<file path="src/rtl/dvp_pkg.sv">
// Constants, types and decode functions for the DAC volume and pop control block
// Behaviour
// RL1 - Delay code 0-11 picks power-on wait
// RL2 - Software never writes delay codes 12-15
// RL3 - Ramp step code gives 0/1/2/4 ms
// RL4 - Bit 1 selects band-gap common-mode source
// RL5 - Software writes zero to pop bit 0
// RL6 - Left mute bit, resets muted
// RL7 - Left attenuation 0.5 dB per code
// RL8 - Right mute bit, resets muted
// RL9 - Right attenuation same as left
// RL10 - Each analog input gets volume control
// RL11 - Up to seven controls per input
// RL12 - Output volume follows fixed lookup, 0.5 dB per code up to code 36
// RL13 - Code 117 is -78.3 dB, above mutes
// RL14 - Link mode makes one channel follow
// RL15 - Soft-step per one or two samples
package dvp_pkg;

	////////////////////////////////////////////////////////////////////////
	localparam logic [7:0] POP_REG_OFS = 8'h2a;
	localparam logic [7:0] LEFT_VOL_OFS = 8'h2b;
	localparam logic [7:0] RIGHT_VOL_OFS = 8'h2c;
	localparam logic [7:0] POP_REG_RESET = 8'h00;
	localparam logic [7:0] LEFT_VOL_RESET = 8'h80;
	localparam logic [7:0] RIGHT_VOL_RESET = 8'h80;

	localparam int DELAY_MSB = 7;
	localparam int DELAY_LSB = 4;
	localparam int RAMP_MSB = 3;
	localparam int RAMP_LSB = 2;
	localparam int CM_SEL_BIT = 1;
	localparam int MUTE_BIT = 7;
	localparam int ATTEN_MSB = 6;

	////////////////////////////////////////////////////////////////////////
	localparam int CLK_PERIOD_NS = 10;
	localparam int NS_PER_US = 1000;
	localparam int US_PER_MS = 1000;
	localparam int CYCLES_PER_US = NS_PER_US / CLK_PERIOD_NS;
	localparam int US_W = 22;
	localparam int RAMP_STEPS = 8;
	localparam logic [2:0] RAMP_LAST = 3'h7;

	localparam logic [1:0] LINK_L_FOLLOWS_R = 2'h1;
	localparam logic [1:0] LINK_R_FOLLOWS_L = 2'h2;
	localparam logic [1:0] SOFT_EVERY_SAMPLE = 2'h0;
	localparam logic [1:0] SOFT_EVERY_TWO = 2'h1;

	localparam logic [6:0] ANA_LINEAR_LAST = 7'h24;
	localparam logic [6:0] ANA_TABLE_FIRST = 7'h47;
	localparam logic [6:0] ANA_LAST_AUDIBLE = 7'h75;
	localparam int ANA_CHANNELS = 7;

	typedef enum logic [1:0] {POP_IDLE, POP_DELAY, POP_RAMP, POP_ON} dvp_pop_state_t;

	////////////////////////////////////////////////////////////////////////
	// RL1 - delay code decode
	function automatic logic [US_W-1:0] dvp_delay_us(input logic [3:0] code);
		case (code)
			4'h0: dvp_delay_us = 22'h000000;
			4'h1: dvp_delay_us = 22'h00000a;
			4'h2: dvp_delay_us = 22'h000064;
			4'h3: dvp_delay_us = 22'h0003e8;
			4'h4: dvp_delay_us = 22'h0003e8;
			4'h5: dvp_delay_us = 22'h00c350;
			4'h6: dvp_delay_us = 22'h0186a0;
			4'h7: dvp_delay_us = 22'h030d40;
			4'h8: dvp_delay_us = 22'h061a80;
			4'h9: dvp_delay_us = 22'h0c3500;
			4'ha: dvp_delay_us = 22'h1e8480;
			4'hb: dvp_delay_us = 22'h3d0900;
			// RL2 - reserved codes unused
			default: dvp_delay_us = 22'h000000;
		endcase
	endfunction

	// RL3 - ramp step decode
	function automatic logic [US_W-1:0] dvp_ramp_us(input logic [1:0] code);
		case (code)
			2'h0: dvp_ramp_us = 22'h000000;
			2'h1: dvp_ramp_us = 22'(1 * US_PER_MS);
			2'h2: dvp_ramp_us = 22'(2 * US_PER_MS);
			default: dvp_ramp_us = 22'(4 * US_PER_MS);
		endcase
	endfunction

endpackage

</file>
<file path="src/rtl/dvp_ctrl.sv">
// DAC digital volume, soft-stepping, pop-reduction sequencing and analog volume decode
`timescale 1ns/1ps
module dvp_ctrl #(
	parameter int CYCLES_PER_US = dvp_pkg::CYCLES_PER_US
) (
	input wire logic SYS_CLK,
	input wire logic RST_N,
	input wire logic REG_WR,
	input wire logic REG_RD,
	input wire logic [7:0] REG_ADDR,
	input wire logic [7:0] REG_WDATA,
	output logic [7:0] REG_RDATA,
	input wire logic [1:0] VOL_LINK_MODE,
	input wire logic [1:0] SOFT_STEP_MODE,
	input wire logic SAMPLE_TICK,
	input wire logic DRV_PWR_REQ,
	output logic DRV_RAMP_ACTIVE,
	output logic DRV_RAMP_STEP,
	output logic DRV_READY,
	output logic WEAK_CM_BANDGAP_SEL,
	output logic DAC_L_MUTE,
	output logic [6:0] DAC_L_ATTEN,
	output logic DAC_R_MUTE,
	output logic [6:0] DAC_R_ATTEN,
	output logic DAC_VOL_SETTLED,
	input wire logic [dvp_pkg::ANA_CHANNELS-1:0][6:0] ANA_VOL_CODE,
	output logic [dvp_pkg::ANA_CHANNELS-1:0][9:0] ANA_ATTEN_TENTHS,
	output logic [dvp_pkg::ANA_CHANNELS-1:0] ANA_MUTE
);
	import dvp_pkg::*;

	typedef struct packed {
		dvp_pop_state_t pop;
		logic [2:0] steps;
		logic step_pulse;
		logic [7:0] pop_reg;
		logic [7:0] l_reg;
		logic [7:0] r_reg;
		logic [7:0] rdata;
		logic [6:0] cur_l;
		logic [6:0] cur_r;
		logic l_mute;
		logic r_mute;
		logic half;
	} dvp_ctrl_s_t;

	dvp_ctrl_s_t st;
	dvp_ctrl_s_t next_st;
	logic tmr_start;
	logic [US_W-1:0] tmr_load;
	logic tmr_done;
	logic [7:0] eff_l;
	logic [7:0] eff_r;
	logic step_now;

	// Moves a current attenuation one code toward its target
	function automatic logic [6:0] dvp_step_toward(input logic [6:0] cur, input logic [6:0] tgt);
		if (cur < tgt) begin
			dvp_step_toward = cur + 7'h01;
		end else if (cur > tgt) begin
			dvp_step_toward = cur - 7'h01;
		end else begin
			dvp_step_toward = cur;
		end
	endfunction

	////////////////////////////////////////////////////////////////////////
	dvp_us_timer #(
		.CYCLES_PER_US(CYCLES_PER_US)
	) u_timer (
		.clk(SYS_CLK),
		.rst_n(RST_N),
		.start(tmr_start),
		.load_us(tmr_load),
		.done(tmr_done)
	);

	// RL10 - one decoder per input
	// RL11 - seven independent controls
	genvar gi;
	generate
		for (gi = 0; gi < ANA_CHANNELS; gi++) begin : g_lut
			dvp_vol_lut u_lut (
				.clk(SYS_CLK),
				.rst_n(RST_N),
				.code(ANA_VOL_CODE[gi]),
				.atten_tenths(ANA_ATTEN_TENTHS[gi]),
				.mute(ANA_MUTE[gi])
			);
		end
	endgenerate

	////////////////////////////////////////////////////////////////////////
	always_comb begin
		// RL14 - volume link selection
		if (VOL_LINK_MODE == LINK_L_FOLLOWS_R) begin
			eff_l = st.r_reg;
			eff_r = st.r_reg;
		end else if (VOL_LINK_MODE == LINK_R_FOLLOWS_L) begin
			eff_l = st.l_reg;
			eff_r = st.l_reg;
		end else begin
			eff_l = st.l_reg;
			eff_r = st.r_reg;
		end
		// RL15 - soft-step pacing
		if (SOFT_STEP_MODE == SOFT_EVERY_SAMPLE) begin
			step_now = SAMPLE_TICK;
		end else if (SOFT_STEP_MODE == SOFT_EVERY_TWO) begin
			step_now = SAMPLE_TICK & st.half;
		end else begin
			step_now = 1'b0;
		end
	end

	always_comb begin
		next_st = st;
		next_st.step_pulse = 1'b0;
		tmr_start = 1'b0;
		tmr_load = '0;

		// Register writes; reserved bit 0 is stored as written
		if (REG_WR) begin
			if (REG_ADDR == POP_REG_OFS) begin
				next_st.pop_reg = REG_WDATA;
			end else if (REG_ADDR == LEFT_VOL_OFS) begin
				next_st.l_reg = REG_WDATA;
			end else if (REG_ADDR == RIGHT_VOL_OFS) begin
				next_st.r_reg = REG_WDATA;
			end
		end

		// Reads answer one cycle later, unmapped offsets read zero
		if (REG_RD) begin
			if (REG_ADDR == POP_REG_OFS) begin
				next_st.rdata = st.pop_reg;
			end else if (REG_ADDR == LEFT_VOL_OFS) begin
				next_st.rdata = st.l_reg;
			end else if (REG_ADDR == RIGHT_VOL_OFS) begin
				next_st.rdata = st.r_reg;
			end else begin
				next_st.rdata = 8'h00;
			end
		end

		// RL6 - left mute, immediate
		next_st.l_mute = eff_l[MUTE_BIT];
		// RL8 - right mute, immediate
		next_st.r_mute = eff_r[MUTE_BIT];

		if (SAMPLE_TICK) begin
			next_st.half = ~st.half;
		end
		// RL15 - disabled or reserved jumps
		if (SOFT_STEP_MODE != SOFT_EVERY_SAMPLE && SOFT_STEP_MODE != SOFT_EVERY_TWO) begin
			next_st.cur_l = eff_l[ATTEN_MSB:0];
			next_st.cur_r = eff_r[ATTEN_MSB:0];
		end else if (step_now) begin
			// RL7 - left half-dB steps
			next_st.cur_l = dvp_step_toward(st.cur_l, eff_l[ATTEN_MSB:0]);
			// RL9 - right half-dB steps
			next_st.cur_r = dvp_step_toward(st.cur_r, eff_r[ATTEN_MSB:0]);
		end

		// Dropping the request always returns the driver to rest
		case (st.pop)
			POP_IDLE: begin
				if (DRV_PWR_REQ) begin
					// RL1 - start power-on wait
					tmr_start = 1'b1;
					tmr_load = dvp_delay_us(st.pop_reg[DELAY_MSB:DELAY_LSB]);
					next_st.pop = POP_DELAY;
				end
			end
			POP_DELAY: begin
				if (!DRV_PWR_REQ) begin
					next_st.pop = POP_IDLE;
				end else if (tmr_done) begin
					// RL3 - first ramp step
					tmr_start = 1'b1;
					tmr_load = dvp_ramp_us(st.pop_reg[RAMP_MSB:RAMP_LSB]);
					next_st.steps = 3'h0;
					next_st.pop = POP_RAMP;
				end
			end
			POP_RAMP: begin
				if (!DRV_PWR_REQ) begin
					next_st.pop = POP_IDLE;
				end else if (tmr_done) begin
					next_st.step_pulse = 1'b1;
					if (st.steps == RAMP_LAST) begin
						next_st.pop = POP_ON;
					end else begin
						// RL3 - next ramp step
						tmr_start = 1'b1;
						tmr_load = dvp_ramp_us(st.pop_reg[RAMP_MSB:RAMP_LSB]);
						next_st.steps = st.steps + 3'h1;
					end
				end
			end
			POP_ON: begin
				if (!DRV_PWR_REQ) begin
					next_st.pop = POP_IDLE;
				end
			end
			default: begin
				next_st.pop = POP_IDLE;
			end
		endcase
	end

	always_ff @(posedge SYS_CLK or negedge RST_N) begin
		if (!RST_N) begin
			st.pop <= POP_IDLE;
			st.steps <= 3'h0;
			st.step_pulse <= 1'b0;
			st.pop_reg <= POP_REG_RESET;
			st.l_reg <= LEFT_VOL_RESET;
			st.r_reg <= RIGHT_VOL_RESET;
			st.rdata <= 8'h00;
			st.cur_l <= LEFT_VOL_RESET[ATTEN_MSB:0];
			st.cur_r <= RIGHT_VOL_RESET[ATTEN_MSB:0];
			st.l_mute <= 1'b1;
			st.r_mute <= 1'b1;
			st.half <= 1'b0;
		end else begin
			st <= next_st;
		end
	end

	////////////////////////////////////////////////////////////////////////
	assign REG_RDATA = st.rdata;
	// RL4 - common-mode source select
	assign WEAK_CM_BANDGAP_SEL = st.pop_reg[CM_SEL_BIT];
	assign DRV_RAMP_ACTIVE = (st.pop == POP_RAMP);
	assign DRV_RAMP_STEP = st.step_pulse;
	assign DRV_READY = (st.pop == POP_ON);
	assign DAC_L_MUTE = st.l_mute;
	assign DAC_R_MUTE = st.r_mute;
	assign DAC_L_ATTEN = st.cur_l;
	assign DAC_R_ATTEN = st.cur_r;
	assign DAC_VOL_SETTLED = (st.cur_l == st.l_reg[ATTEN_MSB:0] || VOL_LINK_MODE == LINK_L_FOLLOWS_R)
		&& (st.cur_l == eff_l[ATTEN_MSB:0]) && (st.cur_r == eff_r[ATTEN_MSB:0]);

endmodule

</file>
<file path="src/rtl/dvp_us_timer.sv">
// Microsecond down-counter that pulses once its programmed wait has run out
`timescale 1ns/1ps
module dvp_us_timer #(
	parameter int CYCLES_PER_US = dvp_pkg::CYCLES_PER_US
) (
	input wire logic clk,
	input wire logic rst_n,
	input wire logic start,
	input wire logic [dvp_pkg::US_W-1:0] load_us,
	output logic done
);
	import dvp_pkg::*;

	typedef struct packed {
		logic busy;
		logic done;
		logic [US_W-1:0] cnt;
		logic [15:0] pre;
	} dvp_tmr_s_t;

	dvp_tmr_s_t st;
	dvp_tmr_s_t next_st;

	////////////////////////////////////////////////////////////////////////
	always_comb begin
		next_st = st;
		next_st.done = 1'b0;
		// A new start overrides any wait still running
		if (start) begin
			next_st.busy = 1'b1;
			next_st.cnt = load_us;
			next_st.pre = 16'h0000;
		end else if (st.busy) begin
			if (st.cnt == '0) begin
				next_st.busy = 1'b0;
				next_st.done = 1'b1;
			end else if (st.pre == 16'(CYCLES_PER_US - 1)) begin
				next_st.pre = 16'h0000;
				next_st.cnt = st.cnt - 1'b1;
			end else begin
				next_st.pre = st.pre + 1'b1;
			end
		end
	end

	always_ff @(posedge clk or negedge rst_n) begin
		if (!rst_n) begin
			st <= '0;
		end else begin
			st <= next_st;
		end
	end

	assign done = st.done;

endmodule

</file>
<file path="src/rtl/dvp_vol_lut.sv">
// Output-stage analog volume lookup: code to attenuation in tenths of a dB
`timescale 1ns/1ps
module dvp_vol_lut (
	input wire logic clk,
	input wire logic rst_n,
	input wire logic [6:0] code,
	output logic [9:0] atten_tenths,
	output logic mute
);
	import dvp_pkg::*;

	// Irregular tail, codes 71 to 117
	localparam logic [9:0] TAIL [0:46] = '{
		10'h165, 10'h169, 10'h16f, 10'h173, 10'h179, 10'h17e, 10'h183, 10'h188,
		10'h18d, 10'h192, 10'h197, 10'h19c, 10'h1a1, 10'h1a6, 10'h1ab, 10'h1b0,
		10'h1b6, 10'h1bb, 10'h1c0, 10'h1c4, 10'h1ca, 10'h1ce, 10'h1d3, 10'h1da,
		10'h1df, 10'h1e2, 10'h1e7, 10'h1ed, 10'h1f4, 10'h1f7, 10'h1fe, 10'h202,
		10'h206, 10'h20a, 10'h20f, 10'h219, 10'h21e, 10'h229, 10'h237, 10'h247,
		10'h25a, 10'h273, 10'h283, 10'h296, 10'h2af, 10'h2d2, 10'h30f};

	typedef struct packed {
		logic [9:0] atten;
		logic mute;
	} dvp_lut_s_t;

	dvp_lut_s_t st;
	dvp_lut_s_t next_st;
	logic [9:0] five_code;
	logic [6:0] tail_idx;

	////////////////////////////////////////////////////////////////////////
	always_comb begin
		five_code = 10'({3'h0, code} * 10'h005);
		tail_idx = code - ANA_TABLE_FIRST;
		next_st.mute = 1'b0;
		// RL12 - exact half-dB span
		if (code <= ANA_LINEAR_LAST) begin
			next_st.atten = five_code;
		end else if (code < ANA_TABLE_FIRST) begin
			// Codes 37 to 70 carry one tenth more attenuation than the straight line
			next_st.atten = five_code + 10'h001;
		// RL13 - last audible code
		end else if (code <= ANA_LAST_AUDIBLE) begin
			next_st.atten = TAIL[tail_idx[5:0]];
		end else begin
			// RL13 - top codes mute
			next_st.atten = TAIL[6'h2e];
			next_st.mute = 1'b1;
		end
	end

	always_ff @(posedge clk or negedge rst_n) begin
		if (!rst_n) begin
			st <= '0;
		end else begin
			st <= next_st;
		end
	end

	assign atten_tenths = st.atten;
	assign mute = st.mute;

endmodule

</file>
<file path="config.mk">
export PLATFORM = sky130hd
export DESIGN_NAME = dvp_ctrl
export DESIGN_NICKNAME = d
export VERILOG_FILES = /design/src/rtl/dvp_pkg.sv /design/src/rtl/dvp_ctrl.sv /design/src/rtl/dvp_us_timer.sv /design/src/rtl/dvp_vol_lut.sv
export SDC_FILE = /design/constraint.sdc
export NUM_CORES = 1
export LEC_CHECK = 0
export ABC_CLOCK_PERIOD_IN_PS = 4100
export CORE_MARGIN = 4
export CORE_UTILIZATION = 45
export DETAILED_ROUTE_END_ITERATION = 10
export DONT_BUFFER_PORTS = 1
export GPL_TIMING_DRIVEN = 0
export SLEW_MARGIN = 40
export SYNTH_ARGS = -nofsm -noshare
export SYNTH_HDL_FRONTEND = slang
export SYNTH_SLANG_ARGS = --single-unit
</file>
<file path="constraint.sdc">
create_clock -name SYS_CLK -period 4.1 [get_ports SYS_CLK]
set_input_delay 0.41 -clock SYS_CLK [delete_from_list [all_inputs] [get_ports SYS_CLK]]
set_output_delay 0.41 -clock SYS_CLK [all_outputs]
set_load 0.03 [all_outputs]
</file>
# [Word-level counts from Yosys, hierarchy flattened]
# Memory sizes are Yosys's and may differ from the RTL's.
# Cells that the tools add are included.
[op_classes] add_sub_neg=21 n_mul=7 magnitude_cmp=32 eq_ne=28 n_mux=106 bitwise=11 n_reduce_logical=24
[ops] operator="$mux W10" n=35
[ops] operator="$mux W22" n=7
[ops] operator="$mux W38" n=2
[ops] operator="$add A10 B1 Y10 const B" n=7
[ops] operator="$mul A7 B3 Y10 const B" n=7
[ops] operator="$pmux W22 S3" n=1
[ops] operator="$ge A7 B7 Y1 const B" n=7
[ops] operator="$le A7 B6 Y1 const B" n=7
[ops] operator="$le A7 B7 Y1 const B" n=7
[ops] operator="$lt A7 B7 Y1 const B" n=7
[ops] operator="$not A6 Y7" n=7
[ops] operator="$mux W8" n=6
[ops] operator="$sub A6 B3 Y6 const B" n=7
[ops] operator="$mux W40" n=1
[ops] operator="$pmux W12 S3" n=1
[ops] operator="$mux W1" n=32
[ops] operator="$mux W14" n=2
[ops] operator="$mux W7" n=4
[ops] operator="$eq A8 B6 Y1 const B" n=3
[ops] operator="$logic_not A22 Y1" n=1
[ops] operator="$sub A22 B1 Y22 const B" n=1
[ops] operator="$eq A7 B7 Y1" n=3
[ops] operator="$add A16 B1 Y16 const B" n=1
[ops] operator="$eq A16 B7 Y1 const B" n=1
[ops] operator="other kinds (32)" n=72
[totals] ff_bits=172 rom_bits=4816 elab_cells=267 n_memories=8
[mem_list] memory="(name not given)" words=64 width=10 rd=1 rd_clocked_by_memory_dff=0 write_ports=0 line="dvp_vol_lut.sv:44" rtl="next_st.atten = TAIL[tail_idx[5:0]];"
[mem_list] memory="(name not given)" words=64 width=10 rd=1 rd_clocked_by_memory_dff=0 write_ports=0 line="dvp_vol_lut.sv:44"
[mem_list] memory="(name not given)" words=64 width=10 rd=1 rd_clocked_by_memory_dff=0 write_ports=0 line="dvp_vol_lut.sv:44"
[mem_list] memory="(name not given)" words=64 width=10 rd=1 rd_clocked_by_memory_dff=0 write_ports=0 line="dvp_vol_lut.sv:44"
[mem_list] memory="(name not given)" words=64 width=10 rd=1 rd_clocked_by_memory_dff=0 write_ports=0 line="dvp_vol_lut.sv:44"
[mem_list] memory="(name not given)" words=64 width=10 rd=1 rd_clocked_by_memory_dff=0 write_ports=0 line="dvp_vol_lut.sv:44"
[mem_list] memory="+2 memories"

# [Logic depth before layout (Yosys ltp)]
[logic_depth] ltp_word=8 depth_mapped=15

# [Cells and area by module]
# Synthesis repeated with hierarchy kept, for this count alone.
[unflattened] cells_unflattened=2848 area_unflattened_um2=22753.1
[by_module_without_submodules] module="dvp_vol_lut (g_lut[3].u_lut ...)" n_inst=3 cells_per_inst=308 area_per_inst_um2=2299.7 seq_area_each_um2=275.3
[by_module_without_submodules] module="dvp_ctrl" n_inst=1 cells_per_inst=453 area_per_inst_um2=4367.9 seq_area_each_um2=1381.3
[by_module_without_submodules] module="dvp_us_timer" n_inst=1 cells_per_inst=271 area_per_inst_um2=2478.6 seq_area_each_um2=1001.0
[by_module_without_submodules] module="dvp_vol_lut (g_lut[0].u_lut)" n_inst=1 cells_per_inst=309 area_per_inst_um2=2324.7 seq_area_each_um2=275.3
[by_module_without_submodules] module="dvp_vol_lut (g_lut[2].u_lut)" n_inst=1 cells_per_inst=312 area_per_inst_um2=2308.5 seq_area_each_um2=275.3
[by_module_without_submodules] module="dvp_vol_lut (g_lut[1].u_lut)" n_inst=1 cells_per_inst=312 area_per_inst_um2=2280.9 seq_area_each_um2=275.3
[by_module_without_submodules] module="dvp_vol_lut (g_lut[6].u_lut)" n_inst=1 cells_per_inst=267 area_per_inst_um2=2093.3 seq_area_each_um2=275.3

# [Worst setup path before layout]
# Ideal clock, no wire load.
[synth_timing] path_type="input -> register" startpoint="in VOL_LINK_MODE[1]" endpoint="reg st (netlist bit DAC_R_ATTEN[6])" arrival_ps=3653 t_required_ps=3964 path_slack_ps=311 path_stages=15 n_path_buf=1 cell_sequence="nor2b_1 clkbuf_1 mux2i_1 ha_1 nor2b_1 o211ai_1 a21o_1 nand2_1 fa_1 a211oi_1 o21bai_1 a21o_1 and3_1 o211ai_1 or3b_2"
[synth_between] elab_chain_len=7 word_cells_on_any_way=11 classes_between="2 x order compare; 2 x eq/ne; 5 x mux; 2 x reduce/logical"
[synth_lines] element="start: declaration" line="dvp_ctrl.sv:13" rtl="input wire logic [1:0] VOL_LINK_MODE,"
[synth_lines] element="$eq A2 B2 Y1" line="dvp_ctrl.sv:99" rtl="end else if (VOL_LINK_MODE == LINK_R_FOLLOWS_L) begin"
[synth_lines] element="$mux W8" line="dvp_ctrl.sv:99"
[synth_lines] element="$mux W8 (*)" line="dvp_ctrl.sv:96" rtl="if (VOL_LINK_MODE == LINK_L_FOLLOWS_R) begin"
[synth_lines] element="$lt A7 B7 Y1" line="dvp_ctrl.sv:58" rtl="if (cur < tgt) begin"
[synth_lines] element="$mux W7" line="dvp_ctrl.sv:58"
[synth_lines] element="$mux W14" line="dvp_ctrl.sv:158" rtl="end else if (step_now) begin"
[synth_lines] element="$mux W14" line="dvp_ctrl.sv:155" rtl="if (SOFT_STEP_MODE != SOFT_EVERY_SAMPLE && SOFT_STEP_MODE != SOFT_EVERY_TWO) begin"
[synth_lines] element="end signal: assignment" line="dvp_ctrl.sv:227" rtl="st <= next_st;"
[synth_lines] element="end: declaration" line="dvp_ctrl.sv:47" rtl="dvp_ctrl_s_t st;"
# Mark *: on every way between the ends. The rest lies on a longest branch, timed or not. The select of a mux whose other input is x is not followed.
# A chain may end at the register's enable or synchronous reset.

# [Worst setup path after layout]
[layout_timing] startpoint="in VOL_LINK_MODE[1]" endpoint="reg st (netlist bit DAC_L_ATTEN[6])"
[layout_between] elab_chain_len=6 word_cells_on_any_way=9 classes_between="2 x order compare; 1 x eq/ne; 4 x mux; 2 x reduce/logical"
[layout_lines] element="$eq A2 B1 Y1 (*)" line="dvp_ctrl.sv:96"
[layout_lines] element="$mux W8 (*)" line="dvp_ctrl.sv:96"
[layout_lines] element="$lt A7 B7 Y1" line="dvp_ctrl.sv:58"
[layout_lines] element="$mux W7" line="dvp_ctrl.sv:58"
[layout_lines] element="$mux W14" line="dvp_ctrl.sv:158"
[layout_lines] element="$mux W14" line="dvp_ctrl.sv:155"
# Marked as above.

==> impl_results.md <==
- Worst Clk Skew: 13.0 ps
- #FFs+latches synth: 172
- P per Cell Area: 374 mW/mm²
- Avg Cell Area, Syn: 8.02 µm²
- Area Growth Syn to Fin: 7.02%
- Die width: 218 µm
- DRC: 0
- # clock sinks: 172
- # port buffers: 0
- Post-Syn Area: 0.0199 mm²
- Share of cells above drive strength 1: 0.0866
- Fin crit period: 3770 ps
- Global-route wire length before repair: 99100 µm
- Via/cell ratio: 6.27
- Hold-fix buffers, CTS: 2
- First-pass iteration count of the detailed router: 6
- Startpoint types: input port
- Initial antenna violation count: 1
- Reg power frac: 0.317
- Fillers: 4248
- Worst R2R Path Depth: 13
- GPL Wtd Cong: 0.958
- Critical-path maximum fanout: 9
- Net Sw Frac: 0.451
- RSZ-0062 raised after global routing: false
- Die ar.: 0.0477 mm²
- Clk pwr share: 0.219
- Worst path required time: 4460 ps
- # diodes: 0
- Failing checks: hold timing
- Syn_nets: 2775
- Fin Setup TNS: 0 ps
- Number of setup buffers added after CTS: 0
- Combinational share of power: 0.465
- Area after DPL: 0.0207 mm²
- R2r endpoint: DAC_R_ATTEN[6]$_DFFE_PN0P_
- Count of cell types in the netlist: 102
- Max VDD drop: 0.417 mV
- Max-cap violations: 0
- Hold_ws: -392 ps
- Number of CTS-inserted buffers: 17
- Max Freq: 265 MHz
- Pin count of the biggest net entering global routing: 173
- Ratio of final minimum period to clock period: 0.920
- Final ANT Viol Nets: 0
- Seq/Total Area, Yosys: 0.216
- R2R Setup Slk: 330 ps
- Initial DRC count: 1711
- TritonCTS clock tree: built
- Total design power: 7.98 mW
- Final hold viol count: 172
- Clk Tree Root Cell: clkbuf_16
- Clock buffer depth: 2
- Final net count: 2796
- Clock transition at path regs: 80 ps
- Worst Hold Class: in2async
- Mapped Cells: 2484
- Total track usage: 0.251
- Slew margin rel.: 0.436
- Number of enable flip-flop cells after synthesis: 0
- Synth warn: 0
- Worst-Skew Late Latency: 490 ps
- CP Capture Type: flop
- Routed wire length: 61300 µm
- Post-DR wirelength/cell: 19.7 µm
- Detailed Place HPWL: 45800 µm
- Pins Over Slew Limit: 0
- Status: finished, violations left
- IO Pins: 181
- Post-Layout Inst Area: 0.0213 mm²
- Vias post-DR: 19500
- Arrival time worst endpoint: 4130 ps
- Psw: 3.60 mW
- H-tree depth: 4
- Synth Flop Type: dfrtp_1
- P_leak: 9.02 nW
- Starting Density: 0.459
- Async SR Flop Fraction: 1.00
- Setup Viol. Count Final: 0
- CORE AREA: 0.0435 mm²
- Row cnt: 76
- Die Y: 218 µm
- Global route overflow: 0
- Actual slew at the worst max-slew pin: 843 ps
- Internal power: 4.38 mW
- Worst setup path category: in2reg
- R2R Path Start: st[34]$_DFFE_PN0P_
- Vias in the first global route: 18500
[final cells by class]
type / count / area, µm² / area share
flip-flops and latches: 172 / 4310 / 0.202
plain buffers: 164 / 838 / 0.0393
multi-input cells: 2025 / 14400 / 0.673
clock buffers: 18 / 439 / 0.0206
clock inverters: 14 / 169 / 0.00792
inverters: 123 / 462 / 0.0216
repair buffers: 2 / 20.0 / 0.000938
well taps: 585 / 732 / 0.0343
[layer usage]
layer / global-route usage / share of wire / wire (µm)
met4: 0.0748 / 0.026 / 1580
met5: 0 / 0 / 0
met3: 0.0608 / 0.071 / 4380
met2: 0.399 / 0.45 / 27700
met1: 0.340 / 0.45 / 27600
[per-stage QoR]
step           setup slack [ps]  utilization  instances  hold slack (ps)
2_1_floorplan               311            -       2484              114
3_3_place_gp               -159        0.475       3069              119
3_5_place_dp               -182        0.476       3069              119
4_1_cts                     268        0.490       3103             -439
5_1_grt                    99.8        0.491       3103             -435
6_report                    327        0.491       3103             -392
[timing repair]
action	4_1_cts	5_1_grt
endpoints found under the setup margin	0	1
endpoints found under the hold margin	175	172
gates resized for setup	0	2
[placed cells by master (no fill, tap or decap), types with 46 or more instances in the layout]
cell type and instances:
a21oi_1 175, a31oi_1 46, nand2_1 208, nor2_1 171, o21ai_0 166, a211oi_1 62, ha_1 207, nand3_1 69
nor3_1 79, dfrtp_1 168, mux2i_1 55, xnor2_1 74, nand2b_1 49, clkbuf_1 76, inv_1 114
[power groups by stage]
stage          Clock [mW]  Sequential, mW  Combinational, mW
6_report             1.74            2.53               3.71
5_1_grt              1.87            2.57               4.10
2_1_floorplan           0            2.46               2.88
4_1_cts              1.81            2.53               3.65
3_5_place_dp            0            2.56               3.62
3_3_place_gp            0            2.56               3.55
[state kept, by name, summed over array words and instances, names as in the netlist]
name	cells
u_timer.st	39
DAC_R_MUTE	1
u_timer.done	1
g_lut.u_lut.mute	7
REG_RDATA	8
WEAK_CM_BANDGAP_SEL	1
st	29
DAC_L_ATTEN	7
DAC_L_MUTE	1
g_lut.u_lut.atten_tenths	70
DAC_R_ATTEN	7
DRV_RAMP_STEP	1
[how the worst max path moves through the flow]
stage,start,endpoint,slack [ps],depth (start not counted)
after floorplan,VOL_LINK_MODE[1],DAC_R_ATTEN[6]$_DFFE_PN0P_,310,15
after global placement,VOL_LINK_MODE[1],DAC_R_ATTEN[6]$_DFFE_PN0P_,-160,15
after detailed placement,VOL_LINK_MODE[1],DAC_R_ATTEN[6]$_DFFE_PN0P_,-180,15
after CTS,VOL_LINK_MODE[1],DAC_R_ATTEN[6]$_DFFE_PN0P_,270,15
after global routing,st[34]$_DFFE_PN0P_,DAC_R_ATTEN[6]$_DFFE_PN0P_,100,13
final,VOL_LINK_MODE[1],DAC_L_ATTEN[6]$_DFFE_PN0P_,330,15
[synth_stat cells (8+ instances only)]
cell type | number | area, µm²
a2111oi_0 | 15 | 131
o21ai_0 | 166 | 831
a21boi_0 | 13 | 97.6
a21oi_1 | 176 | 881
buf_2 | 40 | 200
xnor2_1 | 75 | 657
dfrtp_1 | 168 | 4200
a21o_1 | 30 | 225
a31oi_1 | 46 | 288
mux2_2 | 33 | 372
fa_1 | 9 | 180
and2_1 | 18 | 113
nand2_1 | 208 | 781
clkbuf_1 | 77 | 289
a211oi_1 | 62 | 465
nor2b_1 | 31 | 194
o21a_1 | 15 | 113
o22ai_1 | 29 | 181
nor2_1 | 171 | 642
xor2_1 | 37 | 324
a211o_1 | 11 | 96.3
or3_1 | 23 | 144
and3_1 | 27 | 169
o311ai_0 | 12 | 105
nor3_1 | 79 | 395
buf_4 | 33 | 248
mux2i_1 | 55 | 551
a22oi_1 | 12 | 90.1
ha_1 | 207 | 2590
nand2b_1 | 49 | 307
a22o_1 | 26 | 228
o221ai_1 | 15 | 131
a311oi_1 | 14 | 123
o31ai_1 | 20 | 150
a32oi_1 | 8 | 70.1
a221oi_1 | 14 | 123
inv_1 | 114 | 428
nor3b_1 | 9 | 67.6
or2_2 | 8 | 50.1
nand3_1 | 69 | 345
nand4_1 | 20 | 125
nor4_1 | 20 | 125
o211ai_1 | 43 | 323
[logic make-up after synthesis]
family	synth area share
multiplexers	0.0519
AO/OA/AOI/OAI	0.275
XOR/XNOR	0.0533
adder cells (fa/ha/maj)	0.141
AND/OR/NAND/NOR	0.197
flip-flops	0.216
buffers and inverters	0.0651
[worst max-delay path, cell delays in order]
cell	delay (ps)
nand2b_1	80
clkbuf_1	470
mux2i_1	350
ha_1	290
nor2b_1	130
o21ai_0	210
a21o_1	180
nand2_1	170
fa_1	460
a211oi_1	230
o21bai_1	120
a21oi_1	190
and3b_1	210
o211ai_1	170
or3b_2	450
(Power assumes the default switching activity.)
